## src/tpc_pkg.sv

```systemverilog
package tpc_pkg;

    // register offsets
    localparam logic [1:0] OFF_NARROW_CTRL = 2'h0;
    localparam logic [1:0] OFF_SHARED_CTRL = 2'h1;
    localparam logic [1:0] OFF_WIDE_CTRL = 2'h2;

    // reset values
    localparam logic [7:0] RST_NARROW_CTRL = 8'h00;
    localparam logic [7:0] RST_SHARED_CTRL = 8'h00;
    localparam logic [7:0] RST_WIDE_CTRL = 8'h00;

    // shared control field positions
    localparam int BIT_WIDE_INIT = 7;
    localparam int BIT_NARROW_INIT = 6;
    localparam int FLD_OUTMODE_LO = 4;
    localparam int FLD_LOGIC_LO = 2;
    localparam int BIT_PIN_SEL = 1;
    localparam int BIT_DEMOD = 0;

    // transmit output modes
    localparam logic [1:0] OUT_NORMAL = 2'h0;
    localparam logic [1:0] OUT_PING_PONG = 2'h1;
    localparam logic [1:0] OUT_FORCE_LO = 2'h2;
    localparam logic [1:0] OUT_FORCE_HI = 2'h3;

    // combining logic codes
    localparam logic [1:0] LOGIC_AND = 2'h0;
    localparam logic [1:0] LOGIC_OR = 2'h1;
    localparam logic [1:0] LOGIC_NOR = 2'h2;
    localparam logic [1:0] LOGIC_NAND = 2'h3;

    // demodulation filter codes
    localparam logic [1:0] FILT_NONE = 2'h0;
    localparam logic [1:0] FILT_SHORT = 2'h1;
    localparam logic [1:0] FILT_LONG = 2'h2;
    localparam logic [1:0] FILT_RSVD = 2'h3;

    // demodulation edge codes
    localparam logic [1:0] EDGE_FALL = 2'h0;
    localparam logic [1:0] EDGE_RISE = 2'h1;
    localparam logic [1:0] EDGE_BOTH = 2'h2;
    localparam logic [1:0] EDGE_RSVD = 2'h3;

    // filter lengths in clock cycles
    localparam int FILT_SHORT_CYC = 4;
    localparam int FILT_LONG_CYC = 8;

endpackage

```

## src/tpc_ctrl.sv

```systemverilog
// The address-and-strobe port is this design's own decision.
`timescale 1ns/1ps
module tpc_ctrl (
    // clock and reset
    input wire logic clk,
    input wire logic rst_b,
    // register port
    input wire logic [1:0] reg_addr,
    input wire logic [7:0] reg_wdata,
    input wire logic reg_wr,
    input wire logic reg_rd,
    output logic [7:0] reg_rdata,
    // timer side
    input wire logic narrow_timer_output,
    input wire logic wide_timer_output,
    output logic [7:0] eight_bit_timer_ctrl,
    output logic [7:0] sixteen_bit_timer_ctrl,
    output logic wide_init_level,
    output logic narrow_init_level,
    output logic [1:0] tx_out_mode,
    output logic demod_mode,
    output logic demod_edge,
    // pins
    input wire logic port3_bit6_data,
    input wire logic port3_bit1,
    input wire logic port2_bit0,
    output logic port3_bit6
);

    typedef struct packed {
        logic sync_a1;
        logic sync_a2;
        logic sync_b1;
        logic sync_b2;
        logic filt_prev;
        logic [7:0] narrow_ctrl;
        logic [7:0] wide_ctrl;
        logic wide_init;
        logic narrow_init;
        logic fall_flag;
        logic rise_flag;
        logic [1:0] out_mode;
        logic [1:0] logic_sel;
        logic pin_sel;
        logic demod;
        logic [7:0] rdata;
        logic pin_out;
        logic edge_pulse;
    } tpc_ctrl_s;

    tpc_ctrl_s state_reg;
    tpc_ctrl_s state_next;
    logic filt_in;
    logic filt_q;
    logic det_rise;
    logic det_fall;
    logic wide_eff;
    logic combined;
    logic wr_shared;

    assign filt_in = state_reg.pin_sel ? state_reg.sync_b2
                                       : state_reg.sync_a2;

    tpc_glitch_filter #(
        .SHORT_CYC(tpc_pkg::FILT_SHORT_CYC),
        .LONG_CYC(tpc_pkg::FILT_LONG_CYC)
    ) u_filter (
        .clk(clk),
        .rst_b(rst_b),
        .din(filt_in),
        .sel(state_reg.out_mode),
        .dout(filt_q)
    );

    always_comb
    begin
        state_next = state_reg;
        state_next.sync_a1 = port3_bit1;
        state_next.sync_a2 = state_reg.sync_a1;
        state_next.sync_b1 = port2_bit0;
        state_next.sync_b2 = state_reg.sync_b1;
        state_next.filt_prev = filt_q;

        // edge selection, reserved code detects nothing
        det_rise = state_reg.demod && filt_q && !state_reg.filt_prev
            && (state_reg.logic_sel == tpc_pkg::EDGE_RISE
            || state_reg.logic_sel == tpc_pkg::EDGE_BOTH);
        det_fall = state_reg.demod && !filt_q && state_reg.filt_prev
            && (state_reg.logic_sel == tpc_pkg::EDGE_FALL
            || state_reg.logic_sel == tpc_pkg::EDGE_BOTH);
        state_next.edge_pulse = det_rise || det_fall;

        wr_shared = reg_wr && reg_addr == tpc_pkg::OFF_SHARED_CTRL;
        if (reg_wr && reg_addr == tpc_pkg::OFF_NARROW_CTRL)
            state_next.narrow_ctrl = reg_wdata;
        if (reg_wr && reg_addr == tpc_pkg::OFF_WIDE_CTRL)
            state_next.wide_ctrl = reg_wdata;
        if (wr_shared)
        begin
            if (state_reg.demod)
            begin
                if (reg_wdata[tpc_pkg::BIT_WIDE_INIT])
                    state_next.fall_flag = 1'b0;
                if (reg_wdata[tpc_pkg::BIT_NARROW_INIT])
                    state_next.rise_flag = 1'b0;
            end
            else
            begin
                state_next.wide_init = reg_wdata[tpc_pkg::BIT_WIDE_INIT];
                state_next.narrow_init =
                    reg_wdata[tpc_pkg::BIT_NARROW_INIT];
            end
            state_next.out_mode =
                reg_wdata[tpc_pkg::FLD_OUTMODE_LO +: 2];
            state_next.logic_sel = reg_wdata[tpc_pkg::FLD_LOGIC_LO +: 2];
            state_next.pin_sel = reg_wdata[tpc_pkg::BIT_PIN_SEL];
            state_next.demod = reg_wdata[tpc_pkg::BIT_DEMOD];
        end
        // falling flag set, set wins over clear
        if (det_fall)
            state_next.fall_flag = 1'b1;
        // rising flag set, set wins over clear
        if (det_rise)
            state_next.rise_flag = 1'b1;

        state_next.rdata = '0;
        if (reg_rd)
        begin
            case (reg_addr)
                tpc_pkg::OFF_NARROW_CTRL:
                    state_next.rdata = state_reg.narrow_ctrl;
                tpc_pkg::OFF_WIDE_CTRL:
                    state_next.rdata = state_reg.wide_ctrl;
                tpc_pkg::OFF_SHARED_CTRL:
                begin
                    state_next.rdata[tpc_pkg::BIT_WIDE_INIT] =
                        state_reg.demod ? state_reg.fall_flag
                                        : state_reg.wide_init;
                    state_next.rdata[tpc_pkg::BIT_NARROW_INIT] =
                        state_reg.demod ? state_reg.rise_flag
                                        : state_reg.narrow_init;
                    state_next.rdata[tpc_pkg::FLD_OUTMODE_LO +: 2] =
                        state_reg.out_mode;
                    state_next.rdata[tpc_pkg::FLD_LOGIC_LO +: 2] =
                        state_reg.logic_sel;
                    state_next.rdata[tpc_pkg::BIT_PIN_SEL] =
                        state_reg.pin_sel;
                    state_next.rdata[tpc_pkg::BIT_DEMOD] = state_reg.demod;
                end
                default:
                    state_next.rdata = '0;
            endcase
        end

        case (state_reg.out_mode)
            tpc_pkg::OUT_FORCE_LO: wide_eff = 1'b0;
            tpc_pkg::OUT_FORCE_HI: wide_eff = 1'b1;
            default: wide_eff = wide_timer_output;
        endcase
        case (state_reg.logic_sel)
            tpc_pkg::LOGIC_AND: combined = narrow_timer_output & wide_eff;
            tpc_pkg::LOGIC_OR: combined = narrow_timer_output | wide_eff;
            tpc_pkg::LOGIC_NOR:
                combined = ~(narrow_timer_output | wide_eff);
            default: combined = ~(narrow_timer_output & wide_eff);
        endcase
        if (!state_reg.demod && state_reg.pin_sel)
            state_next.pin_out = combined;
        else
            state_next.pin_out = port3_bit6_data;
    end

    always_ff @(posedge clk)
    begin
        if (!rst_b)
        begin
            state_reg <= '0;
            state_reg.narrow_ctrl <= tpc_pkg::RST_NARROW_CTRL;
            state_reg.wide_ctrl <= tpc_pkg::RST_WIDE_CTRL;
            state_reg.wide_init <=
                tpc_pkg::RST_SHARED_CTRL[tpc_pkg::BIT_WIDE_INIT];
            state_reg.narrow_init <=
                tpc_pkg::RST_SHARED_CTRL[tpc_pkg::BIT_NARROW_INIT];
            state_reg.out_mode <=
                tpc_pkg::RST_SHARED_CTRL[tpc_pkg::FLD_OUTMODE_LO +: 2];
            state_reg.logic_sel <=
                tpc_pkg::RST_SHARED_CTRL[tpc_pkg::FLD_LOGIC_LO +: 2];
            state_reg.pin_sel <=
                tpc_pkg::RST_SHARED_CTRL[tpc_pkg::BIT_PIN_SEL];
            state_reg.demod <= tpc_pkg::RST_SHARED_CTRL[tpc_pkg::BIT_DEMOD];
        end
        else
            state_reg <= state_next;
    end

    assign reg_rdata = state_reg.rdata;
    assign eight_bit_timer_ctrl = state_reg.narrow_ctrl;
    assign sixteen_bit_timer_ctrl = state_reg.wide_ctrl;
    assign wide_init_level = state_reg.wide_init;
    assign narrow_init_level = state_reg.narrow_init;
    assign tx_out_mode = state_reg.out_mode;
    assign demod_mode = state_reg.demod;
    assign demod_edge = state_reg.edge_pulse;
    assign port3_bit6 = state_reg.pin_out;
endmodule

```

## src/tpc_glitch_filter.sv

```systemverilog
`timescale 1ns/1ps
module tpc_glitch_filter #(
    parameter int SHORT_CYC = tpc_pkg::FILT_SHORT_CYC,
    parameter int LONG_CYC = tpc_pkg::FILT_LONG_CYC
) (
    // clock and reset
    input wire logic clk,
    input wire logic rst_b,
    // filter
    input wire logic din,
    input wire logic [1:0] sel,
    output logic dout
);

    localparam int CW = $clog2(LONG_CYC);

    typedef struct packed {
        logic [CW-1:0] cnt;
        logic out;
    } tpc_filt_s;

    tpc_filt_s state_reg;
    tpc_filt_s state_next;
    logic [CW-1:0] limit;

    if (SHORT_CYC < 2 || LONG_CYC <= SHORT_CYC)
    begin : g_bad_len
        $error("filter lengths out of range");
    end

    always_comb
    begin
        state_next = state_reg;
        if (sel == tpc_pkg::FILT_SHORT)
            limit = CW'(SHORT_CYC - 1);
        else
            limit = CW'(LONG_CYC - 1);
        if (sel == tpc_pkg::FILT_NONE || sel == tpc_pkg::FILT_RSVD)
        begin
            state_next.out = din;
            state_next.cnt = '0;
        end
        else if (din == state_reg.out)
            state_next.cnt = '0;
        else if (state_reg.cnt == limit)
        begin
            state_next.out = din;
            state_next.cnt = '0;
        end
        else
            state_next.cnt = state_reg.cnt + 1'b1;
    end

    always_ff @(posedge clk)
    begin
        if (!rst_b)
            state_reg <= '0;
        else
            state_reg <= state_next;
    end

    assign dout = state_reg.out;
endmodule

```

## config.mk

```make
export PLATFORM = sky130hd
export DESIGN_NAME = tpc_ctrl
export DESIGN_NICKNAME = d
export VERILOG_FILES = /design/src/tpc_pkg.sv /design/src/tpc_ctrl.sv /design/src/tpc_glitch_filter.sv
export SDC_FILE = /design/constraint.sdc
export NUM_CORES = 1
export LEC_CHECK = 0
export BUFFER_PORTS_ARGS = -buffer_cell sky130_fd_sc_hd__buf_2
export CAP_MARGIN = 20
export CORE_UTILIZATION = 48
export DETAILED_ROUTE_END_ITERATION = 8
export PLACE_DENSITY = 0.72
export SLEW_MARGIN = 20
export SYNTH_ARGS = -nofsm -noshare
export SYNTH_HDL_FRONTEND = slang
export SYNTH_SLANG_ARGS = --single-unit
```

## constraint.sdc

```tcl
create_clock -name clk -period 1.5 [get_ports clk]
set_clock_uncertainty 0.05 [all_clocks]
set_input_delay 0.3 -clock clk [delete_from_list [all_inputs] [get_ports clk]]
set_output_delay 0.3 -clock clk [all_outputs]
set_load 0.01 [all_outputs]
```

==> flow_summary.ini, run 1 <==
[status]
status = completed

[sta]
worst_slew_pin_slew_ns = 0.362
whs_ns = 0.166
rsz0062_at_grt = yes
layout_setup_ws_ns = 0.0401
slew_headroom = 0.758
drv_slew = 0
finalCriticalPeriod_ns = 1.46
fin_crit_sh = 0.973
setup_viol = 0
fmax_mhz = 685
hold_viol_final = 0

[synthesis]
synth_seq_cells = 45
yosys_warnings = 0
synth_ff_type = dfxtp_1
synth_area_leader_cell = dfxtp_1
synth_cells = 221
synth.area.top_cells = dfxtp_1 43%, mux2i_1 12%, buf_4 9.3%
yosysMostFrequentCell = dfxtp_1
seq_area_frac_synth = 0.429
synth_top_area_share = 0.429
synthArstFlopShare = 0
yosys.cell_types.count = 36
synth_edf_count = 0
yosys-top-cells-count = 45 x dfxtp_1, 26 x buf_4, 26 x mux2i_1
synth_area_per_cell_um2 = 9.51
syn_nets = 246
syn_area_um2 = 2100

[cts]
tritoncts = built
cts-root-buf = clkbuf_8
insertion_delay_ns = 0.29
htreeDepth = 2
clk_pin_slew_worst_paths_ns = 0.08
clockBufferDepth = 2
numCtsBuffers = 5
cts.sinks = 45

[critical_path]
cp-end-kind = flip-flop
start_kind = flip-flop
crit_required_ns = 1.64
crit_type = flip-flop to flip-flop
cp.arrival_ns = 1.60
crit_fanout = 4
r2r_slack_ns = 0.04

[detailed_routing]
firstDrtPassIters = 4
drc = 0
vias = 1566
wirelength_um = 4210
initialDrtViolationCount = 103
ant_nets = 0
wl_per_cell_um = 13.8
avgViaCountPerCell = 5.15

[grt]
grt.met3_usage = 0.0383
grt_pass1_wl_um = 6670
grt_antenna_before_repair = 0
grt_pass1_vias = 1459
gr-usage-met2 = 0.317
use_met1 = 0.253
grt_usage = 0.197
grt_overflow = 0
busiest_layer = met2
grt_max_degree = 29

[floorplan]
die-area_um2 = 4650
rows = 23
initial_core_util = 0.511
die_w_um = 68.2
core_area_um2 = 4120
ioPinCount = 50
fp.dieH_um = 68.2

[min_path]
worstHoldPathType = input port to flip-flop

[final_layout]
syn2layout_area_growth_pct = 14.8
layout-drive-gt1-share = 0.335
antennaDiodeCount = 0
nets = 278

[pwr]
leakagePower_nw = 1.12
irDropWorstVdd_mv = 0.412
power_density_nw_per_um2 = 926

[place]
dp_slack_ns = 0.00374
hpwl_um = 3070
globalplace.congestion = 0.801
port-buffer-count = 49

[job]
drv_cap = 0
[worst max-delay path, cell delays in order, from the launching register on]
cell	delay, ns
dfxtp_1	0.38
inv_1	0.07
ha_1	0.18
xor2_1	0.15
a21o_1	0.24
nor4_2	0.28
[per-stage QoR]
| stage | instance area, µm² | utilization | total power [mW] | instances | setup TNS, ns |
|---|---|---|---|---|---|
| 2_1_floorplan | 2110 | - | 1.45 | 221 | 0 |
| 3_3_place_gp | 2290 | 0.557 | 1.54 | 295 | 0 |
| 3_5_place_dp | 2290 | 0.557 | 1.54 | 295 | 0 |
| 4_1_cts | 2380 | 0.580 | 2.25 | 304 | 0 |
| 5_1_grt | 2410 | 0.586 | 2.34 | 304 | -0.0568 |
| 6_report | 2410 | 0.586 | 2.23 | 304 | 0 |
[logic make-up after synthesis]
kind of cell / share of synthesized area
buf+inv: 0.131
flops: 0.429
mux: 0.142
xor+xnor: 0.0125
compound gates: 0.0970
fa+ha+maj: 0.0357
simple gates: 0.154
[placed cells by master, fill, tap and decap left out, types with 3 or more instances in the layout]
cell type / synthesis / final
a21oi_1: 8 / 8
nand3_1: 8 / 8
o21a_1: 3 / 3
nor2_1: 25 / 25
buf_2: 6 / 49
and2_1: 5 / 5
buf_4: 26 / 12
clkbuf_8: 0 / 5
dfxtp_1: 45 / 42
nand2_1: 11 / 11
inv_1: 7 / 6
ha_1: 6 / 4
mux2i_1: 26 / 26
a2bb2oi_1: 8 / 8
[final timing paths]
check	start	endpoint	cells after the start
max reg2reg	tx_out_mode[1]	u_filter.state_reg[1]	5
min	port3_bit1	state_next[39]	2
max	tx_out_mode[1]	u_filter.state_reg[1]	5
min reg2reg	state_next[37]	state_reg[37]	1
[cell type report]
class	instances	area [µm²]
fill	373	1700
clock buffer	7	76.3
timing repair buffer	63	375
multi-input combinational	131	957
inverter	7	26.3
tap	50	62.6
clock inverter	1	7.51
sequential	45	907
[layer usage]
layer / part of all wire / vias up / wire, µm
met4: 0.017 / 0 / 70
met3: 0.047 / 5 / 197
met5: 0 / - / 0
met1: 0.45 / 721 / 1900
met2: 0.49 / 45 / 2050
li1: - / 795 / -
[repair_timing]
| item | 4_1_cts | 5_1_grt |
|---|---|---|
| setup endpoints to repair | 1 | 4 |
| gates resized for setup | 0 | 8 |
| buffers inserted | 1 | 0 |
| hold buffers | 0 | 0 |
[power breakdown]
part | switching [mW] | internal, mW
sequential | 0.0238 | 1.23
combinational | 0.140 | 0.129
clock | 0.386 | 0.330
total | 0.550 | 1.68
No activity file was read; power rests on OpenSTA's default activity.
==> run 2: changes to the inputs <==
Settings changed: CORE_UTILIZATION 48 to 40, PLACE_DENSITY 0.72 to 0.62, RECOVER_POWER set to 50.
==> flow_summary.ini, run 2 (synthesized netlist as in run 1, its figures left out) <==
[grt]
grt_pass1_wl_um = 6600
grt_max_degree = 25
grt_pass1_vias = 1378
grt_overflow = 0
grt_antenna_before_repair = 0
grt_usage = 0.161

[pwr]
power_density_nw_per_um2 = 1010
leakagePower_nw = 1.10
power_mw = 2.44
irDropWorstVdd_mv = 0.461

[sta]
slew_headroom = 0.722
fmax_mhz = 685
rsz0062_at_grt = yes
hold_viol_final = 0
fin_crit_sh = 0.974
drv_slew = 0
finalCriticalPeriod_ns = 1.46
worst_slew_pin_slew_ns = 0.417
setup_viol = 0
finalSetupTns_ns = 0

[cts]
cts-root-buf = clkbuf_8
htreeDepth = 2
insertion_delay_ns = 0.29
tritoncts = built
clockBufferDepth = 2
clk_pin_slew_worst_paths_ns = 0.08
numCtsBuffers = 5
cts.sinks = 45

[detailed_routing]
ant_nets = 0
wirelength_um = 4220
drc = 0
firstDrtPassIters = 4
wl_per_cell_um = 13.1
vias = 1558
avgViaCountPerCell = 4.82
initialDrtViolationCount = 86

[place]
placed_cells = 314
globalplace.congestion = 0.813
port-buffer-count = 49
hpwl_um = 3110

[critical_path]
crit_fanout = 4
crit_type = flip-flop to flip-flop
start_kind = flip-flop
cp-end-kind = flip-flop
crit_required_ns = 1.63
cp.arrival_ns = 1.59

[final_layout]
nFillCells = 518
antennaDiodeCount = 0
utilization = 0.478
layout-drive-gt1-share = 0.304
nets = 277
mostFrequentLayoutCells = 45 x buf_2, 42 x dfxtp_1, 25 x nor2_1, 25 x mux2i_1, 11 x nand2_1
syn2layout_area_growth_pct = 15.3
layout_commonest_cell = buf_2
instances_no_fill = 323

[floorplan]
core_area_um2 = 5070
ioPinCount = 50
rows = 26
die_w_um = 74.5
die-area_um2 = 5550
initial_core_util = 0.414
fp.dieH_um = 74.5

[job]
drv_cap = 0

[min_path]
worstHoldPathType = input port to flip-flop

[status]
status = completed
## run 2: area by class of cell
| cell class | count | area (µm²) | share of cell area |
|---|---|---|---|
| Multi-Input combinational cell | 131 | 942 | 0.389 |
| Sequential cell | 45 | 910 | 0.375 |
| Timing Repair Buffer | 62 | 342 | 0.141 |
| Tap cell | 70 | 87.6 | 0.0361 |
| Clock buffer | 7 | 86.3 | 0.0356 |
| Clock inverter | 1 | 30.0 | 0.0124 |
| Inverter | 7 | 26.3 | 0.0108 |
## run 2: repair_timing
action                                  in CTS  in global routing
resized for setup                            1                  5
pin swaps                                    0                  0
gates cloned                                 0                  0
hold buffers                                 0                  0
buffers inserted                             1                  0
hold endpoints to repair                     0                  0
endpoints found under the setup margin       1                  2
## run 2: worst paths after layout
path / end / from / slack, ns / depth (start not counted)
worst max-delay path: port3_bit6 / state_reg[12] / 0.04 / 5
worst min register to register: u_filter.state_reg[1] / u_filter.state_reg[1] / 0.39 / 1
worst min-delay path: state_next[37] / port2_bit0 / 0.16 / 2
worst max register to register: port3_bit6 / state_reg[12] / 0.04 / 5
## run 2: where the power goes
part / leakage, nW / switching (mW) / internal (mW) / total [mW]
Sequential: 0.368 / 0.0237 / 1.22 / 1.25
Combinational: 0.677 / 0.136 / 0.122 / 0.258
Clock: 0.0585 / 0.387 / 0.543 / 0.930
## run 2: stage by stage
step | hold slack (ns) | setup WS (ns) | cell area (µm²)
detailed placement | 0.373 | -0.00976 | 2310
floorplan | 0.358 | 0.0517 | 2110
finish | 0.157 | 0.0392 | 2420
CTS | 0.148 | 0.00124 | 2440
global route | 0.137 | -0.00218 | 2420
global placement | 0.366 | 0.0363 | 2310
## run 2: critical path, cell delays in order, from the launching register on
cell	delay (ns)
dfxtp_4	0.37
inv_1	0.06
ha_2	0.18
or4b_4	0.53
o21ai_2	0.08
o41ai_2	0.09
## run 2: per-layer routing
metal  vias to the layer above  GRT usage  share of wire
met5                         -          0              0
met4                         0     0.0503          0.011
met3                         5     0.0447          0.033
met2                        32      0.269           0.48
met1                       730      0.202           0.47
li1                        791          -              -
==> run 3: changes to the inputs <==
Clock period 1.5 ns to 1.3 ns, I/O delays scaled along.
==> flow_summary.ini, run 3 (synthesized netlist as in run 1, its figures left out) <==
[floorplan]
initial_core_util = 0.414
core_area_um2 = 5070
ioPinCount = 50
die-area_um2 = 5550
rows = 26
die_w_um = 74.5
fp.dieH_um = 74.5

[critical_path]
start_kind = flip-flop
crit_type = flip-flop to flip-flop
crit_fanout = 3
cp-end-kind = flip-flop
cp.arrival_ns = 1.55
crit_required_ns = 1.43

[final_layout]
layout_commonest_cell = buf_2
fin_area_um2 = 2530
mostFrequentLayoutCells = 42 x buf_2, 39 x dfxtp_1, 24 x mux2i_1, 24 x nor2_1, 17 x buf_4
antennaDiodeCount = 0
nFillCells = 517
seqCellArea_um2 = 913
layout-drive-gt1-share = 0.376
syn2layout_area_growth_pct = 20.4
nets = 288
multi_input_area_um2 = 1020

[sta]
whs_ns = 0.118
slew_headroom = 0.699
drv_slew = 0
layout_setup_ws_ns = -0.120
setup_viol = 1
fmax_mhz = 704
hold_viol_final = 0
fin_crit_sh = 1.09
rsz0062_at_grt = yes
finalCriticalPeriod_ns = 1.42
worst_slew_pin_slew_ns = 0.452

[cts]
tritoncts = built
htreeDepth = 2
numCtsBuffers = 5
cts-root-buf = clkbuf_8
clockBufferDepth = 2
post-cts-setup-buffer-count = 0
clk_pin_slew_worst_paths_ns = 0.08
cts.sinks = 45
hold_buffers = 0
insertion_delay_ns = 0.29

[grt]
grt_overflow = 0
grt_pass1_vias = 1411
grt_antenna_before_repair = 0
grt_max_degree = 29
grt_usage = 0.163
grt_pass1_wl_um = 6700

[pwr]
power_density_nw_per_um2 = 1040
leakagePower_nw = 1.13
irDropWorstVdd_mv = 0.543

[job]
drv_cap = 0

[detailed_routing]
avgViaCountPerCell = 4.76
vias = 1585
wl_per_cell_um = 13.0
drc = 0
firstDrtPassIters = 4
ant_nets = 0
initialDrtViolationCount = 82
wirelength_um = 4320

[place]
dp_slack_ns = -0.143
place_area_um2 = 2410
port-buffer-count = 49
hpwl_um = 3210
globalplace.congestion = 0.784

[min_path]
worstHoldPathType = input port to flip-flop

[status]
violations = setup timing
status = finished, violations left
==> run 3: final timing paths <==
check	start	end	slack, ns	cells past startpoint
worst min register to register	state_next[39]	state_reg[39]	0.39	1
worst min-delay path	port2_bit0	state_next[37]	0.12	2
worst max-delay path	state_reg[13]	port3_bit6	-0.12	5
worst max register to register	state_reg[13]	port3_bit6	-0.12	5
==> run 3: through the flow <==
| stage | power (mW) | utilization | TNS [ns] | cells |
|---|---|---|---|---|
| 5_1_grt | 2.75 | 0.499 | -0.336 | 333 |
| 3_5_place_dp | 1.80 | 0.475 | -0.289 | 326 |
| 6_report | 2.63 | 0.499 | -0.120 | 333 |
| 2_1_floorplan | 1.68 | - | -0.0739 | 221 |
| 3_3_place_gp | 1.79 | 0.475 | -0.0905 | 326 |
| 4_1_cts | 2.67 | 0.499 | -0.158 | 333 |
==> run 3: layer usage <==
layer  wire [µm]  track usage  part of all wire
met1        2020        0.223              0.47
met2        2050        0.259              0.47
met3         190       0.0285             0.044
met4          58       0.0566             0.013
met5           0            0                 0
==> run 3: report_power, final <==
| part | total (mW) | leakage (nW) | internal (mW) | switching, mW |
|---|---|---|---|---|
| clock | 0.871 | 0.0433 | 0.420 | 0.451 |
| sequential | 1.44 | 0.369 | 1.41 | 0.0289 |
| combinational | 0.321 | 0.717 | 0.155 | 0.166 |
| total | 2.63 | 1.13 | 1.99 | 0.646 |
==> run 3: area by class of cell <==
type,instances,area share
multi-input combinational,131,0.401
sequential,45,0.361
timing repair buffer,73,0.157
tap,70,0.0346
clock buffer,6,0.0326
inverter,7,0.0104
clock inverter,1,0.00297
==> run 3: repair_timing <==
item	in CTS	in global routing
pin swaps	3	2
gates resized for setup	9	9
setup endpoints to repair	7	5
gates cloned	0	0
==> run 3: critical path, stage by stage (launching register included) <==
cell     delay, ns
dfxtp_2       0.36
inv_2         0.06
ha_2          0.18
or4b_4        0.53
o21ai_4       0.08
o41ai_2       0.07
